**src/core/sfw_pkg.sv**
```systemverilog
package sfw_pkg;

  // Nibble and address widths
  localparam int unsigned SFW_NIB_W   = 4;
  localparam int unsigned SFW_SYS_W   = 7;
  localparam int unsigned SFW_DM_W    = 11;

  // System register addresses inside a row/column space
  localparam logic [6:0] SFW_ADDR_BANK  = 7'h7D;
  localparam logic [6:0] SFW_ADDR_ROW   = 7'h7E;
  localparam logic [6:0] SFW_ADDR_FLAGS = 7'h7F;

  // Bit positions of the flag word
  localparam int unsigned SFW_BIT_DEC  = 0;  // In row nibble
  localparam int unsigned SFW_BIT_CMP  = 3;
  localparam int unsigned SFW_BIT_CY   = 2;
  localparam int unsigned SFW_BIT_ZERO = 1;
  localparam int unsigned SFW_BIT_IXE  = 0;

  // Reset values
  localparam logic [3:0] SFW_RST_BANK  = 4'h0;
  localparam logic [3:0] SFW_RST_ROW   = 4'h0;
  localparam logic [3:0] SFW_RST_FLAGS = 4'h0;
  localparam logic [3:0] SFW_RST_DATA  = 4'h0;
  localparam logic [10:0] SFW_RST_ADDR = 11'h000;

  // Decimal adjust constants
  localparam logic [4:0] SFW_DEC_LIMIT = 5'h09;
  localparam logic [4:0] SFW_DEC_ADJ   = 5'h06;
  localparam logic [3:0] SFW_NIB_ZERO  = 4'h0;

  // Operations handed over by the instruction decoder
  typedef enum logic [2:0] {
    SFW_OP_NONE = 3'b000,
    SFW_OP_ADD  = 3'b001,
    SFW_OP_ADDC = 3'b010,
    SFW_OP_SUB  = 3'b011,
    SFW_OP_SUBC = 3'b100,
    SFW_OP_ROTATE_RIGHT_THROUGH_CARRY_OP = 3'b101,
    SFW_OP_PASS = 3'b110
  } sfw_op_t;

endpackage

```
**src/core/sfw_flags_core.sv**
```systemverilog
// Local design decision: the strobed register port.
`timescale 1ns/100ps
// Functional notes
// - Five-bit word from 7EH bit0, 7FH.
// - Decimal 7EH.0; compare, carry, zero, index in 7FH.
// - Index flag set modifies memory operand address.
// - Zero flag update depends on compare flag.
// - Zero result: compare clear sets zero; set retains zero.
// - Carry follows carry or borrow of add/sub.
// - Carry shifts through rotate-right instruction.
// - Compare flag set suppresses add/sub result write-back.
// - Decimal flag selects decimal arithmetic.
// - Arithmetic into 7FH stores result, not flags.
// - Working register is sixteen nibbles of one row.
// - Working row from pointer, not current bank.
// - Bank from 7DH, row from 7EH high bits.
// - Register operand gives only the column.
// - One instruction operates register with memory nibble.
// - Working register stays plain data memory.
module sfw_flags_core
  import sfw_pkg::*;
(
  input  wire logic                  sys_clk,
  input  wire logic                  reset_n,
  // Register port
  input  wire logic [SFW_SYS_W-1:0]  regAddr,
  input  wire logic [SFW_NIB_W-1:0]  regWrData,
  input  wire logic                  regWrStrobe,
  input  wire logic                  regRdStrobe,
  output logic      [SFW_NIB_W-1:0]  regRdData,
  // Instruction step from the decoder
  input  wire logic                  instrEn,
  input  wire sfw_pkg::sfw_op_t      aluOp,
  input  wire logic [SFW_NIB_W-1:0]  memNibble,
  input  wire logic [SFW_NIB_W-1:0]  wrkNibble,
  input  wire logic [SFW_NIB_W-1:0]  opColumn,
  input  wire logic [SFW_DM_W-1:0]   memAddr,
  input  wire logic [SFW_DM_W-1:0]   indexValue,
  input  wire logic                  destIsWrk,
  // Flag word and working register address
  output logic [4:0]                 flagWord,
  output logic                       decimalMode,
  output logic                       indexModifyEnable,
  output logic [SFW_DM_W-1:0]        wrkAddr,
  output logic [SFW_DM_W-1:0]        effMemAddr,
  // Result write-back
  output logic                       resultWrite,
  output logic [SFW_DM_W-1:0]        resultAddr,
  output logic [SFW_NIB_W-1:0]       resultData
);

  typedef struct packed {
    // Working row pointer, bank then row
    logic [3:0]  bankNib;
    logic [3:0]  rowNib;
    // Compare, carry, zero and index bits
    logic [3:0]  flags;
    // Read data, standing one cycle
    logic [3:0]  rdData;
    // Operand addresses of the last step
    logic [10:0] wrkAddr;
    logic [10:0] effAddr;
    // Write-back request to data memory
    logic        resWr;
    logic [10:0] resAddr;
    logic [3:0]  resData;
  } sfw_state_t;

  sfw_state_t state_q;
  sfw_state_t state_d;

  // Working register address from the pointer and a column
  function automatic logic [10:0] sfw_wrk_addr(
    input logic [3:0] bank,
    input logic [3:0] row,
    input logic [3:0] col
  );
    // Row takes pointer bits 3..1; bit 0 is the decimal flag
    sfw_wrk_addr = {bank, row[3:1], col};
  endfunction

  // Register port address decode
  function automatic logic sfw_hit(
    input logic [6:0] addr,
    input logic [6:0] target
  );
    // Exact seven-bit match of a system address
    sfw_hit = (addr == target);
  endfunction

  // Sum or difference with carry out in bit 4
  logic [4:0] sumBin;
  // Decimal-adjusted sum or difference
  logic [4:0] sumDec;
  // Nibble result of the step
  logic [3:0] aluRes;
  // Carry or borrow produced by the step
  logic       aluCarry;

  // Carry fed into chained add or subtract
  logic       carryIn;
  // Add or subtract of any form
  logic       isArith;
  // Subtract of any form
  logic       isSub;
  // Result goes back to memory
  logic       doStore;

  // Compare flag as it stood before the step
  logic       cmpFlag;
  // Decimal flag as it stood before the step
  logic       decFlag;
  // Where the result lands
  logic [10:0] destAddr;

  // Binary or decimal add/subtract and rotate
  // Every variable defaulted first, so no latch
  always_comb begin
    // Flags as they stood before this step
    cmpFlag  = state_q.flags[SFW_BIT_CMP];
    decFlag  = state_q.rowNib[SFW_BIT_DEC];
    // Operation class decode
    isSub    = (aluOp == SFW_OP_SUB) || (aluOp == SFW_OP_SUBC);
    isArith  = (aluOp == SFW_OP_ADD) || (aluOp == SFW_OP_ADDC) || isSub;
    // Carry enters only for the chained forms
    carryIn  = ((aluOp == SFW_OP_ADDC) || (aluOp == SFW_OP_SUBC))
               ? state_q.flags[SFW_BIT_CY] : 1'b0;

    // Defaults: operand passes, carry holds
    sumBin   = 5'h00;
    sumDec   = 5'h00;
    aluRes   = wrkNibble;
    aluCarry = state_q.flags[SFW_BIT_CY];
    unique case (aluOp)
      SFW_OP_ADD, SFW_OP_ADDC: begin
        // Register and memory nibble added in one step
        sumBin = {1'b0, wrkNibble} + {1'b0, memNibble}
                 + {4'h0, carryIn};
        // Above nine: skip six codes and force carry
        if (decFlag && (sumBin > SFW_DEC_LIMIT)) begin
          sumDec   = sumBin + SFW_DEC_ADJ;
          aluRes   = sumDec[3:0];
          aluCarry = 1'b1;
        end else begin
          aluRes   = sumBin[3:0];
          aluCarry = sumBin[4];
        end
      end
      SFW_OP_SUB, SFW_OP_SUBC: begin
        // Borrow appears in bit 4 of the difference
        sumBin = {1'b0, wrkNibble} - {1'b0, memNibble}
                 - {4'h0, carryIn};
        // Decimal borrow pulls the digit back by six
        if (decFlag && sumBin[4]) begin
          sumDec = sumBin - SFW_DEC_ADJ;
          aluRes = sumDec[3:0];
        end else begin
          aluRes = sumBin[3:0];
        end
        aluCarry = sumBin[4];
      end
      SFW_OP_ROTATE_RIGHT_THROUGH_CARRY_OP: begin
        // Carry enters at the top, bit 0 leaves into carry
        aluRes   = {state_q.flags[SFW_BIT_CY], wrkNibble[3:1]};
        aluCarry = wrkNibble[0];
      end
      SFW_OP_PASS: begin
        // Transfer of the memory nibble, flags kept
        aluRes = memNibble;
      end
      SFW_OP_NONE: begin
        // Address step only, nothing stored
        aluRes = wrkNibble;
      end
      default: begin
        // Unused code passes the working nibble, which is still stored
        aluRes = wrkNibble;
      end
    endcase

    // Rotate always stores; arithmetic only with compare flag clear
    doStore  = (aluOp != SFW_OP_NONE) && !(isArith && cmpFlag);
    // Destination: working register or memory operand
    destAddr = destIsWrk ? state_q.wrkAddr : state_q.effAddr;
  end

  // Next-state logic
  // Order below sets priority: ALU first, software last
  always_comb begin
    state_d       = state_q;
    // Write-back pulse lasts one cycle only
    state_d.resWr = 1'b0;

    // Address generation each step
    if (instrEn) begin
      // Bank and row from the pointer, column from the operand
      state_d.wrkAddr = sfw_wrk_addr(state_q.bankNib, state_q.rowNib,
                                     opColumn);
      // Index flag steers memory operand modification
      state_d.effAddr = state_q.flags[SFW_BIT_IXE]
                        ? (memAddr + indexValue) : memAddr;
    end
    // Flag update and write-back of an executed operation
    if (instrEn && (aluOp != SFW_OP_NONE)) begin
      // Carry only from arithmetic and rotate
      if (isArith || (aluOp == SFW_OP_ROTATE_RIGHT_THROUGH_CARRY_OP)) begin
        state_d.flags[SFW_BIT_CY] = aluCarry;
      end
      if (isArith) begin
        // Nonzero result always clears zero
        if (aluRes != SFW_NIB_ZERO) begin
          state_d.flags[SFW_BIT_ZERO] = 1'b0;
        // Zero result sets it only without compare
        end else if (!cmpFlag) begin
          state_d.flags[SFW_BIT_ZERO] = 1'b1;
        end
      end
      if (doStore) begin
        // Working register row is ordinary data memory
        state_d.resWr   = 1'b1;
        state_d.resAddr = destAddr;
        state_d.resData = aluRes;
        // Result landing on a system register loads it too
        if (sfw_hit(destAddr[6:0], SFW_ADDR_FLAGS)) begin
          state_d.flags = aluRes;
        end else if (sfw_hit(destAddr[6:0], SFW_ADDR_ROW)) begin
          state_d.rowNib = aluRes;
        end else if (sfw_hit(destAddr[6:0], SFW_ADDR_BANK)) begin
          state_d.bankNib = aluRes;
        end
      end
    end

    // Software writes take priority over the ALU update
    if (regWrStrobe) begin
      // Pointer bank nibble
      if (sfw_hit(regAddr, SFW_ADDR_BANK)) begin
        state_d.bankNib = regWrData;
      end
      // Row nibble with the decimal flag in bit 0
      if (sfw_hit(regAddr, SFW_ADDR_ROW)) begin
        state_d.rowNib = regWrData;
      end
      // Flag nibble as a whole
      if (sfw_hit(regAddr, SFW_ADDR_FLAGS)) begin
        state_d.flags = regWrData;
      end
    end

    // Read data valid the cycle after the strobe
    // Unmapped addresses and idle cycles read as zero
    state_d.rdData = SFW_RST_DATA;
    if (regRdStrobe) begin
      if (sfw_hit(regAddr, SFW_ADDR_BANK)) begin
        state_d.rdData = state_q.bankNib;
      end else if (sfw_hit(regAddr, SFW_ADDR_ROW)) begin
        state_d.rdData = state_q.rowNib;
      end else if (sfw_hit(regAddr, SFW_ADDR_FLAGS)) begin
        state_d.rdData = state_q.flags;
      end
    end
  end

  // State register; pointer, flags and addresses hold while no step or write is issued
  // Reset branch loads constants only
  always_ff @(posedge sys_clk or negedge reset_n) begin
    if (!reset_n) begin
      // Pointer nibbles
      state_q.bankNib <= SFW_RST_BANK;
      state_q.rowNib  <= SFW_RST_ROW;
      // Flag nibble
      state_q.flags   <= SFW_RST_FLAGS;
      // Bus and address flops
      state_q.rdData  <= SFW_RST_DATA;
      state_q.wrkAddr <= SFW_RST_ADDR;
      state_q.effAddr <= SFW_RST_ADDR;
      // Write-back flops
      state_q.resWr   <= 1'b0;
      state_q.resAddr <= SFW_RST_ADDR;
      state_q.resData <= SFW_RST_DATA;
    end else begin
      state_q <= state_d;
    end
  end

  // Outputs straight from the state flops
  // Register bus read data
  assign regRdData         = state_q.rdData;

  // Flag word and its single-bit views
  assign flagWord          = {state_q.flags,
                              state_q.rowNib[SFW_BIT_DEC]};
  assign decimalMode       = state_q.rowNib[SFW_BIT_DEC];
  assign indexModifyEnable = state_q.flags[SFW_BIT_IXE];

  // Working and operand addresses
  assign wrkAddr           = state_q.wrkAddr;
  assign effMemAddr        = state_q.effAddr;

  // Write-back request
  assign resultWrite       = state_q.resWr;
  assign resultAddr        = state_q.resAddr;
  assign resultData        = state_q.resData;

endmodule

```
**config.mk**
```make
export PLATFORM = sky130hd
export DESIGN_NAME = sfw_flags_core
export DESIGN_NICKNAME = d
export VERILOG_FILES = /design/src/core/sfw_pkg.sv /design/src/core/sfw_flags_core.sv
export SDC_FILE = /design/constraint.sdc
export NUM_CORES = 1
export LEC_CHECK = 0
export BUFFER_PORTS_ARGS = -buffer_cell sky130_fd_sc_hd__buf_2
export CORE_MARGIN = 4
export CORE_UTILIZATION = 55
export DETAILED_ROUTE_END_ITERATION = 6
export GPL_ROUTABILITY_DRIVEN = 0
export MAX_ROUTING_LAYER = met4
export PLACE_DENSITY = 0.82
export RECOVER_POWER = 50
export SKIP_CTS_REPAIR_TIMING = 1
export SYNTH_ARGS = -nofsm -noshare
export SYNTH_HDL_FRONTEND = slang
export SYNTH_SLANG_ARGS = --single-unit
```
**constraint.sdc**
```tcl
create_clock -name sys_clk -period 8.9 [get_ports sys_clk]
set_input_delay 0.89 -clock sys_clk [delete_from_list [all_inputs] [get_ports sys_clk]]
set_output_delay 0.89 -clock sys_clk [all_outputs]
set_load 0.02 [all_outputs]
```
* Word-level counts from Yosys, hierarchy flattened
Index checks and enable logic that the tools add are counted.
Operators by class: reductions and logical operators 16, add/sub/neg operators 7, eq/ne operators 12, mux-type cells 29, $lt $le $gt $ge 1
Operator list (count):
- two-way mux 4 bit | 13
- == test 7 bit (second input constant) | 6
- two-way mux 12 bit | 3
- two-way mux 16 bit | 2
- two-way mux 11 bit | 2
- one-hot mux 4 bit (4 select lines) | 1
- adder 11 bit | 1
- == test 3 bit (second input constant) | 3
- two-way mux 8 bit | 1
- == test 3 x 2 -> 1 bit (second input constant) | 2
- two-way mux 1 bit | 6
- adder 4 x 4 -> 5 bit | 1
- adder 5 x 1 -> 5 bit | 1
- > comparator 5 x 4 -> 1 bit (second input constant) | 1
- logical AND 1 bit | 5
- logical OR 1 bit | 5
- subtractor 4 x 4 -> 5 bit | 1
- subtractor 5 x 1 -> 5 bit | 1
- adder 4 x 3 -> 4 bit (second input constant) | 1
- nonzero test 4 bit | 1
- OR reduction 2 bit | 2
- subtractor 4 x 3 -> 4 bit (second input constant) | 1
- == test 3 x 1 -> 1 bit (second input constant) | 1
- one-hot mux 1 bit (3 select lines) | 1
- 3 further kinds | 3
Word-level totals: bits in registers 54, bits of input ports 54, logic and storage cells 74, output and inout bits 49

* Logic depth before layout (Yosys ltp)
Gate-level depths: netlist (run 1).
depth in word-level cells 16, depth in mapped cells 18, mapped depth without buffers 16

* Worst setup path after synthesis (run 1)
No wires, ideal clock.
path kind input port to flip-flop, from input port aluOp[1], to register state_q, in the netlist flagWord[2], data arrival time 4.113 ns, required time 8.827 ns, buffers on the path 2, setup time 0.073 ns, stages 18, slack 4.714 ns, cells stage by stage buf_2 -> buf_2 -> xor2_1 -> nand3b_1 -> inv_1 -> fa_1 -> inv_1 -> ha_1 -> nor2_1 -> fa_1 -> xnor2_1 -> ha_1 -> nand2b_1 -> o211ai_1 -> a21oi_1 -> o32ai_2 -> nor4b_4 -> a2bb2oi_2
RTL lines:
- start: declaration | RTL line sfw_flags_core.sv:33 | input wire sfw_pkg::sfw_op_t aluOp,
- end signal: assignment | RTL line sfw_flags_core.sv:282 | state_q <= state_d;
- end: declaration | RTL line sfw_flags_core.sv:69 | sfw_state_t state_q;

==> results.toml, run 1 <==
[logic_synthesis]
syn_nets = 564
synth_area_um2 = 4230
ys_types = 63
synth_top_cell_area_share_pct = 32.0
yosys-top-cells-area = "dfrtp_1 32%, buf_4 8.2%, ha_1 6.2%, mux2i_1 4.7%, mux2_2 4.5%"
synth.most_common_cell = "dfrtp_1"
yosysTopAreaCell = "dfrtp_1"
yosysSeqAreaShare_pct = 32.0
avgSynthCellArea_um2 = 8.74
synth_edf_count = 0
ys.flop_type = "dfrtp_1"
synth_common_cells = "54 x dfrtp_1, 46 x buf_4, 43 x nand2_1"
synth_warnings = 0
synth_async_sr_flop_share_pct = 100
syn_inst = 484
ys_seq_elements = 54

[timing]
maxSlewViolCount = 98
fin_crit_ns = 4.17
fmax_mhz = 240
grt_setup_unrepaired = "false"
max_slew_margin_pct = -93.0
period_share_pct = 46.9
finalSetupViolCount = 0
fin_skew_ns = 0.00589
hold_viol = 0
worst_slew_pin_slew_ns = 2.90
tns_ns = 0

[worst_setup_path]
worstSetupPathType = "in -> reg"
reg2reg_depth = 15
cp.required_ns = 9.14
cp-start-kind = "input pin"
r2r_slack_ns = 5.25
cp.arrival_ns = 4.41
endpoint_kind = "flip-flop"
crit-reg2reg-capture = "flagWord[2]$_DFF_PN0_"
critPathMaxFanout = 20
worstReg2RegStart = "flagWord[3]$_DFF_PN0_"
cp-endpoint = "flagWord[2]$_DFF_PN0_"
crit_start = "aluOp[1]"

[drt]
drtIter0Drc = 179
routed_wl_mm = 10.1
vias = 3587
via_per_inst = 5.69
antenna_left = 0
firstDrtPassIters = 4
drc = 0
routedWlPerCell_um = 16.1

[floorplan]
start_util_pct = 57.4
core_um2 = 7370
die_h_um = 95.7
io_pins = 103
dieArea_um2 = 9150
fp.dieW_um = 95.7
rows = 31

[global_route]
grt_max_degree = 55
antenna_found_initial = 0
grt_use_total_pct = 22.5
grt_pass1_wl_mm = 15.7
grt_overflow = 0
first_global_vias = 3333

[cts]
clk_latency_ns = 0.30
cts_buffers = 5
clock_path_buffers = 2
clkSinkCount = 54
htreeDepth = 2
clk_pin_slew_ns = 0.10
cts_tree = "yes"
clockRootBuffer = "clkbuf_8"

[hold_path]
min_path_type = "reg -> reg"

[cells_and_area]
layout-area-overhead-vs-synth_pct = 6.63
antenna_cells = 0
stdcell_area_um2 = 4510
num-fill-cells = 638
final_nets = 610
drive_gt1_share_pct = 23.9

[run_status]
status = "finished with violations"
violations = "max-capacitance violations, max-slew violations"

[flow_run]
max_cap_violations = 2

[power_and_ir_drop]
power_density_nw_per_um2 = 169
leakagePower_uw = 0.00223
ir_drop_uv = 79.7

[placement]
hpwl_mm = 7.92
placed_cell_area_um2 = 4440
port_buffers = 102
[how the worst min path moves through the flow]
stage,start,endpoint,slack (ns),cells past startpoint
2_1_floorplan,resultData[0]$_DFFE_PN0P_,resultData[0]$_DFFE_PN0P_,0.45,2
3_3_place_gp,resultAddr[8]$_DFFE_PN0P_,resultAddr[8]$_DFFE_PN0P_,0.46,2
3_5_place_dp,resultAddr[9]$_DFFE_PN0P_,resultAddr[9]$_DFFE_PN0P_,0.47,2
4_1_cts,resultAddr[9]$_DFFE_PN0P_,resultAddr[9]$_DFFE_PN0P_,0.49,2
5_1_grt,resultAddr[8]$_DFFE_PN0P_,resultAddr[8]$_DFFE_PN0P_,0.53,2
6_report,resultAddr[9]$_DFFE_PN0P_,resultAddr[9]$_DFFE_PN0P_,0.49,2
[critical path: stages]
cell       delay, ns
buf_2           0.27
xor2_1          0.18
nand3b_1        0.13
inv_1           0.10
fa_1            0.46
inv_1           0.08
ha_1            0.16
nor2_1          0.06
fa_1            0.41
xnor2_1         0.17
ha_1            0.21
nand2b_1        0.15
o211ai_1        0.18
a21oi_1         0.10
o32ai_2         0.41
nor4b_4         0.29
a2bb2oi_2       0.16
[cell type report]
type / instances / area, um2 / area share, %
repair buffers: 103 / 502 / 11.1
clock inverters: 2 / 13.8 / 0.305
multi-input cells: 336 / 2330 / 51.7
inverters: 30 / 113 / 2.50
clock buffers: 6 / 72.6 / 1.61
flip-flops and latches: 54 / 1350 / 30.0
well taps: 99 / 124 / 2.75
[through the flow]
step	total power [uW]	hold slack (ns)	cells	setup slack (ns)	utilization (%)
final	763	0.490	630	4.73	61.2
after global routing	809	0.533	630	4.42	61.2
after CTS	764	0.493	630	4.72	61.4
after detailed placement	632	0.472	622	4.40	60.2
after global placement	620	0.456	622	4.61	60.2
after floorplan	576	0.450	484	4.71	-
[registers in the layout, summed over array words and instances, names as in the netlist]
signal	count
state_q	7
resultData	4
flagWord	4
resultWrite	1
wrkAddr	11
resultAddr	11
decimalMode	1
effMemAddr	11
regRdData	4
[metal layers]
metal / vias to the layer above / track usage [%] / wire (um)
met5: - / - / 0
met4: 0 / 4.27 / 68
met3: 4 / 3.31 / 548
met2: 109 / 37.1 / 4870
met1: 1721 / 29.7 / 4630
li1: 1753 / - / -
[cell families (layout without fill, tap and decap cells)]
kind of cell / after synthesis / in the layout / share of synthesized area (%)
compound gates: 124 / 124 / 18.7
xor+xnor: 10 / 10 / 2.25
flops: 54 / 54 / 32.0
simple gates: 138 / 138 / 16.2
mux: 37 / 37 / 9.26
buf+inv: 94 / 141 / 12.9
fa+ha+maj: 27 / 27 / 8.82
[cells in the final DEF (no fill, tap or decap), types with 6 or more instances in the layout]
cell | netlist | layout
a21oi_1 | 31 | 31
a22oi_1 | 6 | 6
a31oi_1 | 6 | 6
buf_2 | 3 | 92
clkbuf_1 | 9 | 12
dfrtp_1 | 54 | 54
ha_1 | 21 | 21
inv_1 | 29 | 29
mux2_2 | 17 | 17
mux2i_1 | 20 | 20
nand2_1 | 43 | 43
nand2b_1 | 7 | 7
nand3_1 | 14 | 14
nor2_1 | 36 | 36
nor2b_1 | 6 | 6
o21a_1 | 6 | 6
o21ai_0 | 37 | 37
o22ai_1 | 6 | 6
or3_1 | 7 | 7
xnor2_1 | 6 | 6
[power by group]
group / switching, uW / total [uW] / internal, uW
Sequential: 46.1 / 333 / 287
Clock: 80.0 / 136 / 55.8
Combinational: 177 / 295 / 118
Total: 303 / 763 / 460
No activity file was read; power rests on OpenSTA's default activity.
==> inputs of run 2 (changes only) <==
Settings changed: ABC_AREA set to 1, CORE_UTILIZATION 55 to 54, PLACE_DENSITY 0.82 to 0.81.
Clock period 8.9 ns to 4.22 ns, I/O delays scaled along.
==> results.toml, run 2 <==
[run_status]
status = "finished with violations"
violations = "max-capacitance violations, max-slew violations"

[worst_setup_path]
reg2reg_depth = 25
critPathMaxFanout = 4
cp-start-kind = "flip-flop"
worstSetupPathType = "reg -> reg"
endpoint_kind = "flip-flop"
cp.required_ns = 4.46
cp.arrival_ns = 3.75

[drt]
drc = 0
dr.max_layer_used = "met4"
firstDrtPassIters = 4
routedWlPerCell_um = 13.5
met1_length_mm = 4.31
vias = 3839
drtIter0Drc = 334
met3_length_um = 624
routed_wl_mm = 9.94
via_per_inst = 5.22
wl_met2_mm = 4.76
antenna_left = 0

[timing]
fmax_mhz = 285
maxSlewViolCount = 55
worst_slew_pin_slew_ns = 2.75
period_share_pct = 83.3
finalWorstSetupSlack_ns = 0.707
fin_crit_ns = 3.51
grt_setup_unrepaired = "false"
fin_skew_ns = 0.0147
finalSetupViolCount = 0
tns_ns = 0
max_slew_margin_pct = -83.6
hold_viol = 0

[cells_and_area]
drive_gt1_share_pct = 17.9
final_common_cell = "nand2_1"
layout-area-overhead-vs-synth_pct = 7.68
final_nets = 717
final_cell_mix = "156 x nand2_1, 86 x buf_2, 80 x inv_1, 54 x dfrtp_1, 45 x o21ai_0"
antenna_cells = 0
utilization_pct = 60.8
num-fill-cells = 701

[floorplan]
io_pins = 103
fp.dieW_um = 95.5
rows = 31
dieArea_um2 = 9120
start_util_pct = 56.4
core_um2 = 7330
die_h_um = 95.5

[placement]
port_buffers = 102
dp_slack_ns = 0.421
hpwl_mm = 8.00

[power_and_ir_drop]
swShare_pct = 39.2
power_density_nw_per_um2 = 328
ir_drop_uv = 145
p_comb_share_pct = 36.7
p_int_uw = 887
clockPowerShare_pct = 18.7
power_uw = 1460
power.switching_uw = 573
leakagePower_uw = 0.00243
seq_power_share_pct = 44.6

[cts]
cts_tree = "yes"
clk_latency_ns = 0.31
htreeDepth = 2
clockRootBuffer = "clkbuf_8"
clock_path_buffers = 2
clkSinkCount = 54
cts_buffers = 5
clk_pin_slew_ns = 0.10

[global_route]
grt_overflow = 0
grt_max_degree = 55
antenna_found_initial = 0
first_global_vias = 3567
grt_pass1_wl_mm = 16.0
grt_use_total_pct = 22.7

[logic_synthesis]
synth_adder_area_share_pct = 8.77
synth_simple_gate_area_share_pct = 25.6
synth_common_cells = "156 x nand2_1, 80 x inv_1, 54 x dfrtp_1"
synthMuxAreaShare_pct = 0
yosysTopAreaCell = "dfrtp_1"
synth_async_sr_flop_share_pct = 100
synth.most_common_cell = "nand2_1"
ys_seq_elements = 54
synthXorXnorAreaFrac_pct = 1.27
synth_warnings = 0
yosysSeqAreaShare_pct = 32.7
syn_inst = 583
synth_top_family_by_area = "simple AND/OR/NAND/NOR gates"
synth_compound_area_share_pct = 14.3
ys_types = 37
yosys-top-cells-area = "dfrtp_1 33%, nand2_1 14%, buf_4 8.3%, inv_1 7.3%, ha_1 6.4%"
synth_edf_count = 0
synth_top_cell_area_share_pct = 32.7
ys.flop_type = "dfrtp_1"
avgSynthCellArea_um2 = 7.10
synth_area_um2 = 4140
syn_nets = 663

[flow_run]
max_cap_violations = 1

[hold_path]
hold_depth = 3
min_path_type = "in -> reg"
## run 2: per-layer routing
layer,track usage [%],up-vias
met5,-,-
met4,7.58,0
met3,3.00,27
met2,36.6,139
met1,29.5,1743
li1,-,1930
## run 2: kinds of logic (layout without fill, tap and decap cells)
logic type | after synthesis | count (layout)
AOI/OAI and AO/OA | 105 | 105
and+or+nand+nor | 248 | 248
DFF | 54 | 54
adders and majority gates | 26 | 26
buffers and inverters | 144 | 198
xor gates and xnor gates | 6 | 6
## run 2: power groups by stage
stage	clock [uW]	sequential, uW	combinational [uW]
final	273	652	535
after global routing	298	660	605
after CTS	276	650	543
after detailed placement	0	660	541
after global placement	0	657	526
after floorplan	0	641	455
## run 2: area by class of cell
type	instances	area, um2	share of cell area [%]
Sequential cell	54	1350	30.3
Inverter	86	325	7.30
Timing Repair Buffer	105	505	11.3
Tap cell	99	124	2.78
Multi-Input combinational cell	385	2060	46.3
Clock inverter	2	15.0	0.337
Clock buffer	5	68.8	1.54
## run 2: final timing paths
kind | from | to | slack (ns)
setup / recovery | flagWord[3]$_DFF_PN0_ | flagWord[2]$_DFF_PN0_ | 0.71
hold / removal | opColumn[0] | wrkAddr[0]$_DFFE_PN0P_ | 0.32
setup reg to reg | flagWord[3]$_DFF_PN0_ | flagWord[2]$_DFF_PN0_ | 0.71
hold reg to reg | resultAddr[6]$_DFFE_PN0P_ | resultAddr[6]$_DFFE_PN0P_ | 0.49
max in group asynchronous | reset_n | wrkAddr[1]$_DFFE_PN0P_ | 1.58
min in group asynchronous | reset_n | resultData[1]$_DFFE_PN0P_ | 1.09
## run 2: per-stage QoR
step           area [um2]  cells  hold slack (ns)
6_report             4450    736            0.316
5_1_grt              4450    736            0.340
4_1_cts              4480    736            0.248
3_5_place_dp         4400    729            0.461
3_3_place_gp         4400    729            0.462
2_1_floorplan        4140    583            0.126
## run 2: worst max-delay path, cell delays in order (launching register included)
cell and delay (ns):
dfrtp_1 0.43, inv_1 0.14, a21oi_1 0.21, fa_1 0.49, inv_1 0.08, ha_1 0.13
inv_1 0.04, nand2_1 0.07, inv_1 0.05, fa_1 0.39, xor2_1 0.18, inv_1 0.07
ha_1 0.28, inv_1 0.05, nand4_1 0.09, nand3_1 0.10, nand2_1 0.05, inv_1 0.04
nand2_1 0.04, nand2_1 0.09, nand3_1 0.08, nand2_1 0.06, nand2_1 0.04, nand2_1 0.05
nand2_1 0.05, a21oi_2 0.12
==> inputs of run 3 (changes only) <==
Settings changed: CORE_UTILIZATION 54 to 49, PLACE_DENSITY 0.81 to 0.77.
Clock period 4.22 ns to 2.9 ns, I/O delays scaled along.
==> results.toml, run 3 (synthesis results as in run 2) <==
[run_status]
status = "finished with violations"
violations = "negative setup slack"

[drt]
routed_wl_mm = 10.7
via_per_inst = 5.15
drc = 0
antenna_left = 0
routedWlPerCell_um = 14.0
drtIter0Drc = 227
firstDrtPassIters = 4
vias = 3937

[worst_setup_path]
cp_common_cell = "inv_2"
reg2reg_depth = 23
cp.depth = 23
cp-start-kind = "flip-flop"
cp.required_ns = 3.09
crit_start = "flagWord[3]$_DFF_PN0_"
r2r_slack_ns = -0.36
worstSetupPathType = "reg -> reg"
worstReg2RegStart = "flagWord[3]$_DFF_PN0_"
cpPeakStageDelay_ns = 0.47
cp.arrival_ns = 3.46
slowest_stage = "fa_1"
crit-reg2reg-capture = "flagWord[3]$_DFF_PN0_"
crit_chain = "inv_2 -> a21oi_4 -> fa_1 -> inv_1 -> ha_1 -> inv_1 -> nand2_2 -> inv_2 -> fa_2 -> xor2_2 -> inv_2 -> ha_4 -> inv_2 -> nand4_1 -> nand3_1 -> nand2_1 -> inv_1 -> nand2_1 -> nand2_2 -> buf_4 -> inv_2 -> o211ai_1 -> a31oi_1"
critPathMaxFanout = 3
cp.buffers_inverters = 9
endpoint_kind = "flip-flop"
cp-endpoint = "flagWord[3]$_DFF_PN0_"
crit_family = "adder cells"

[timing]
worst_slew_pin_slew_ns = 1.31
fin_crit_ns = 3.26
finalWorstSetupSlack_ns = -0.365
hold_viol = 0
worst_hold_slack_ns = 0.181
max_slew_margin_pct = 12.9
grt_setup_unrepaired = "true"
maxSlewViolCount = 0
period_share_pct = 113
finalSetupViolCount = 12
fin_skew_ns = 0.0129
fmax_mhz = 306

[placement]
dp_cells = 752
dp_slack_ns = -0.626
port_buffers = 102
hpwl_mm = 8.46

[flow_run]
max_cap_violations = 0

[power_and_ir_drop]
power_density_nw_per_um2 = 495
leakagePower_uw = 0.00259
ir_drop_uv = 192
power_uw = 2350

[cells_and_area]
drive_gt1_share_pct = 25.5
antenna_cells = 0
num-fill-cells = 777
instances_no_fill = 765
final_common_cell = "nand2_1"
layout-area-overhead-vs-synth_pct = 14.8
final_cell_mix = "151 x nand2_1, 95 x buf_2, 73 x inv_1, 54 x dfrtp_1, 43 x o21ai_0"
final_nets = 739

[floorplan]
rows = 33
io_pins = 103
core_um2 = 8220
fp.dieW_um = 99.9
dieArea_um2 = 9980
start_util_pct = 50.3
die_h_um = 99.9

[cts]
clk_latency_ns = 0.31
clk_pin_slew_ns = 0.10
clkSinkCount = 54
cts_tree = "yes"
htreeDepth = 2
clockRootBuffer = "clkbuf_8"
clock_path_buffers = 2
cts_buffers = 5

[global_route]
grt_max_degree = 55
grt_use_total_pct = 21.8
grt_util_met2_pct = 35.2
antenna_found_initial = 0
grtUsageMet3_pct = 3.06
met1_usage_pct = 28.4
first_global_vias = 3745
grt_overflow = 0
grt-busiest-layer = "met2"
grt_pass1_wl_mm = 17.2

[hold_path]
min_path_type = "in -> reg"
[run 3: cell count changes in the layout (fill, tap and decap cells not counted), sizes merged]
cell,previous run,this run
buf,87,119
clkinvlp,2,1
clkbuf,23,14
bufinv,0,1
[run 3: cell type report]
cell class	count	area [um2]	share of cell area (%)
Tap cell	105	131	2.77
Clock buffer	6	72.6	1.53
Inverter	86	325	6.85
Sequential cell	54	1350	28.5
Clock inverter	2	37.5	0.790
Multi-Input combinational cell	385	2140	45.1
Timing Repair Buffer	127	691	14.5
[run 3: routing by layer]
metal | vias up | share of wire [%]
met5 | - | 0
met4 | 0 | 1.9
met3 | 20 | 6.7
met1 | 1822 | 43
met2 | 129 | 48
li1 | 1966 | -
[run 3: tightest hold or removal path, stage by stage]
cell and delay [ns]:
buf_2 0.07, nand2_1 0.04, o21ai_0 0.06
[run 3: worst min path at each step]
stage | from | end | cells past startpoint
finish | opColumn[0] | wrkAddr[0]$_DFFE_PN0P_ | 3
global route | opColumn[0] | wrkAddr[0]$_DFFE_PN0P_ | 3
detailed placement | reset_n | resultAddr[3]$_DFFE_PN0P_ | 2
floorplan | reset_n | decimalMode$_DFF_PN0_ | 0
CTS | reset_n | resultAddr[3]$_DFFE_PN0P_ | 2
global placement | reset_n | resultAddr[10]$_DFFE_PN0P_ | 2
[run 3: where the power goes]
| part | total (uW) | internal (uW) | switching (uW) |
|---|---|---|---|
| clock | 510 | 258 | 252 |
| combinational | 893 | 336 | 557 |
| sequential | 947 | 859 | 88.1 |
[run 3: through the flow]
stage	instance area [um2]	utilization [%]	setup TNS, ns
5_1_grt	4750	57.8	-5.11
4_1_cts	4650	56.6	-2.42
3_3_place_gp	4540	55.3	-3.85
6_report	4750	57.8	-2.65
2_1_floorplan	4150	-	-0.825
3_5_place_dp	4540	55.3	-5.27
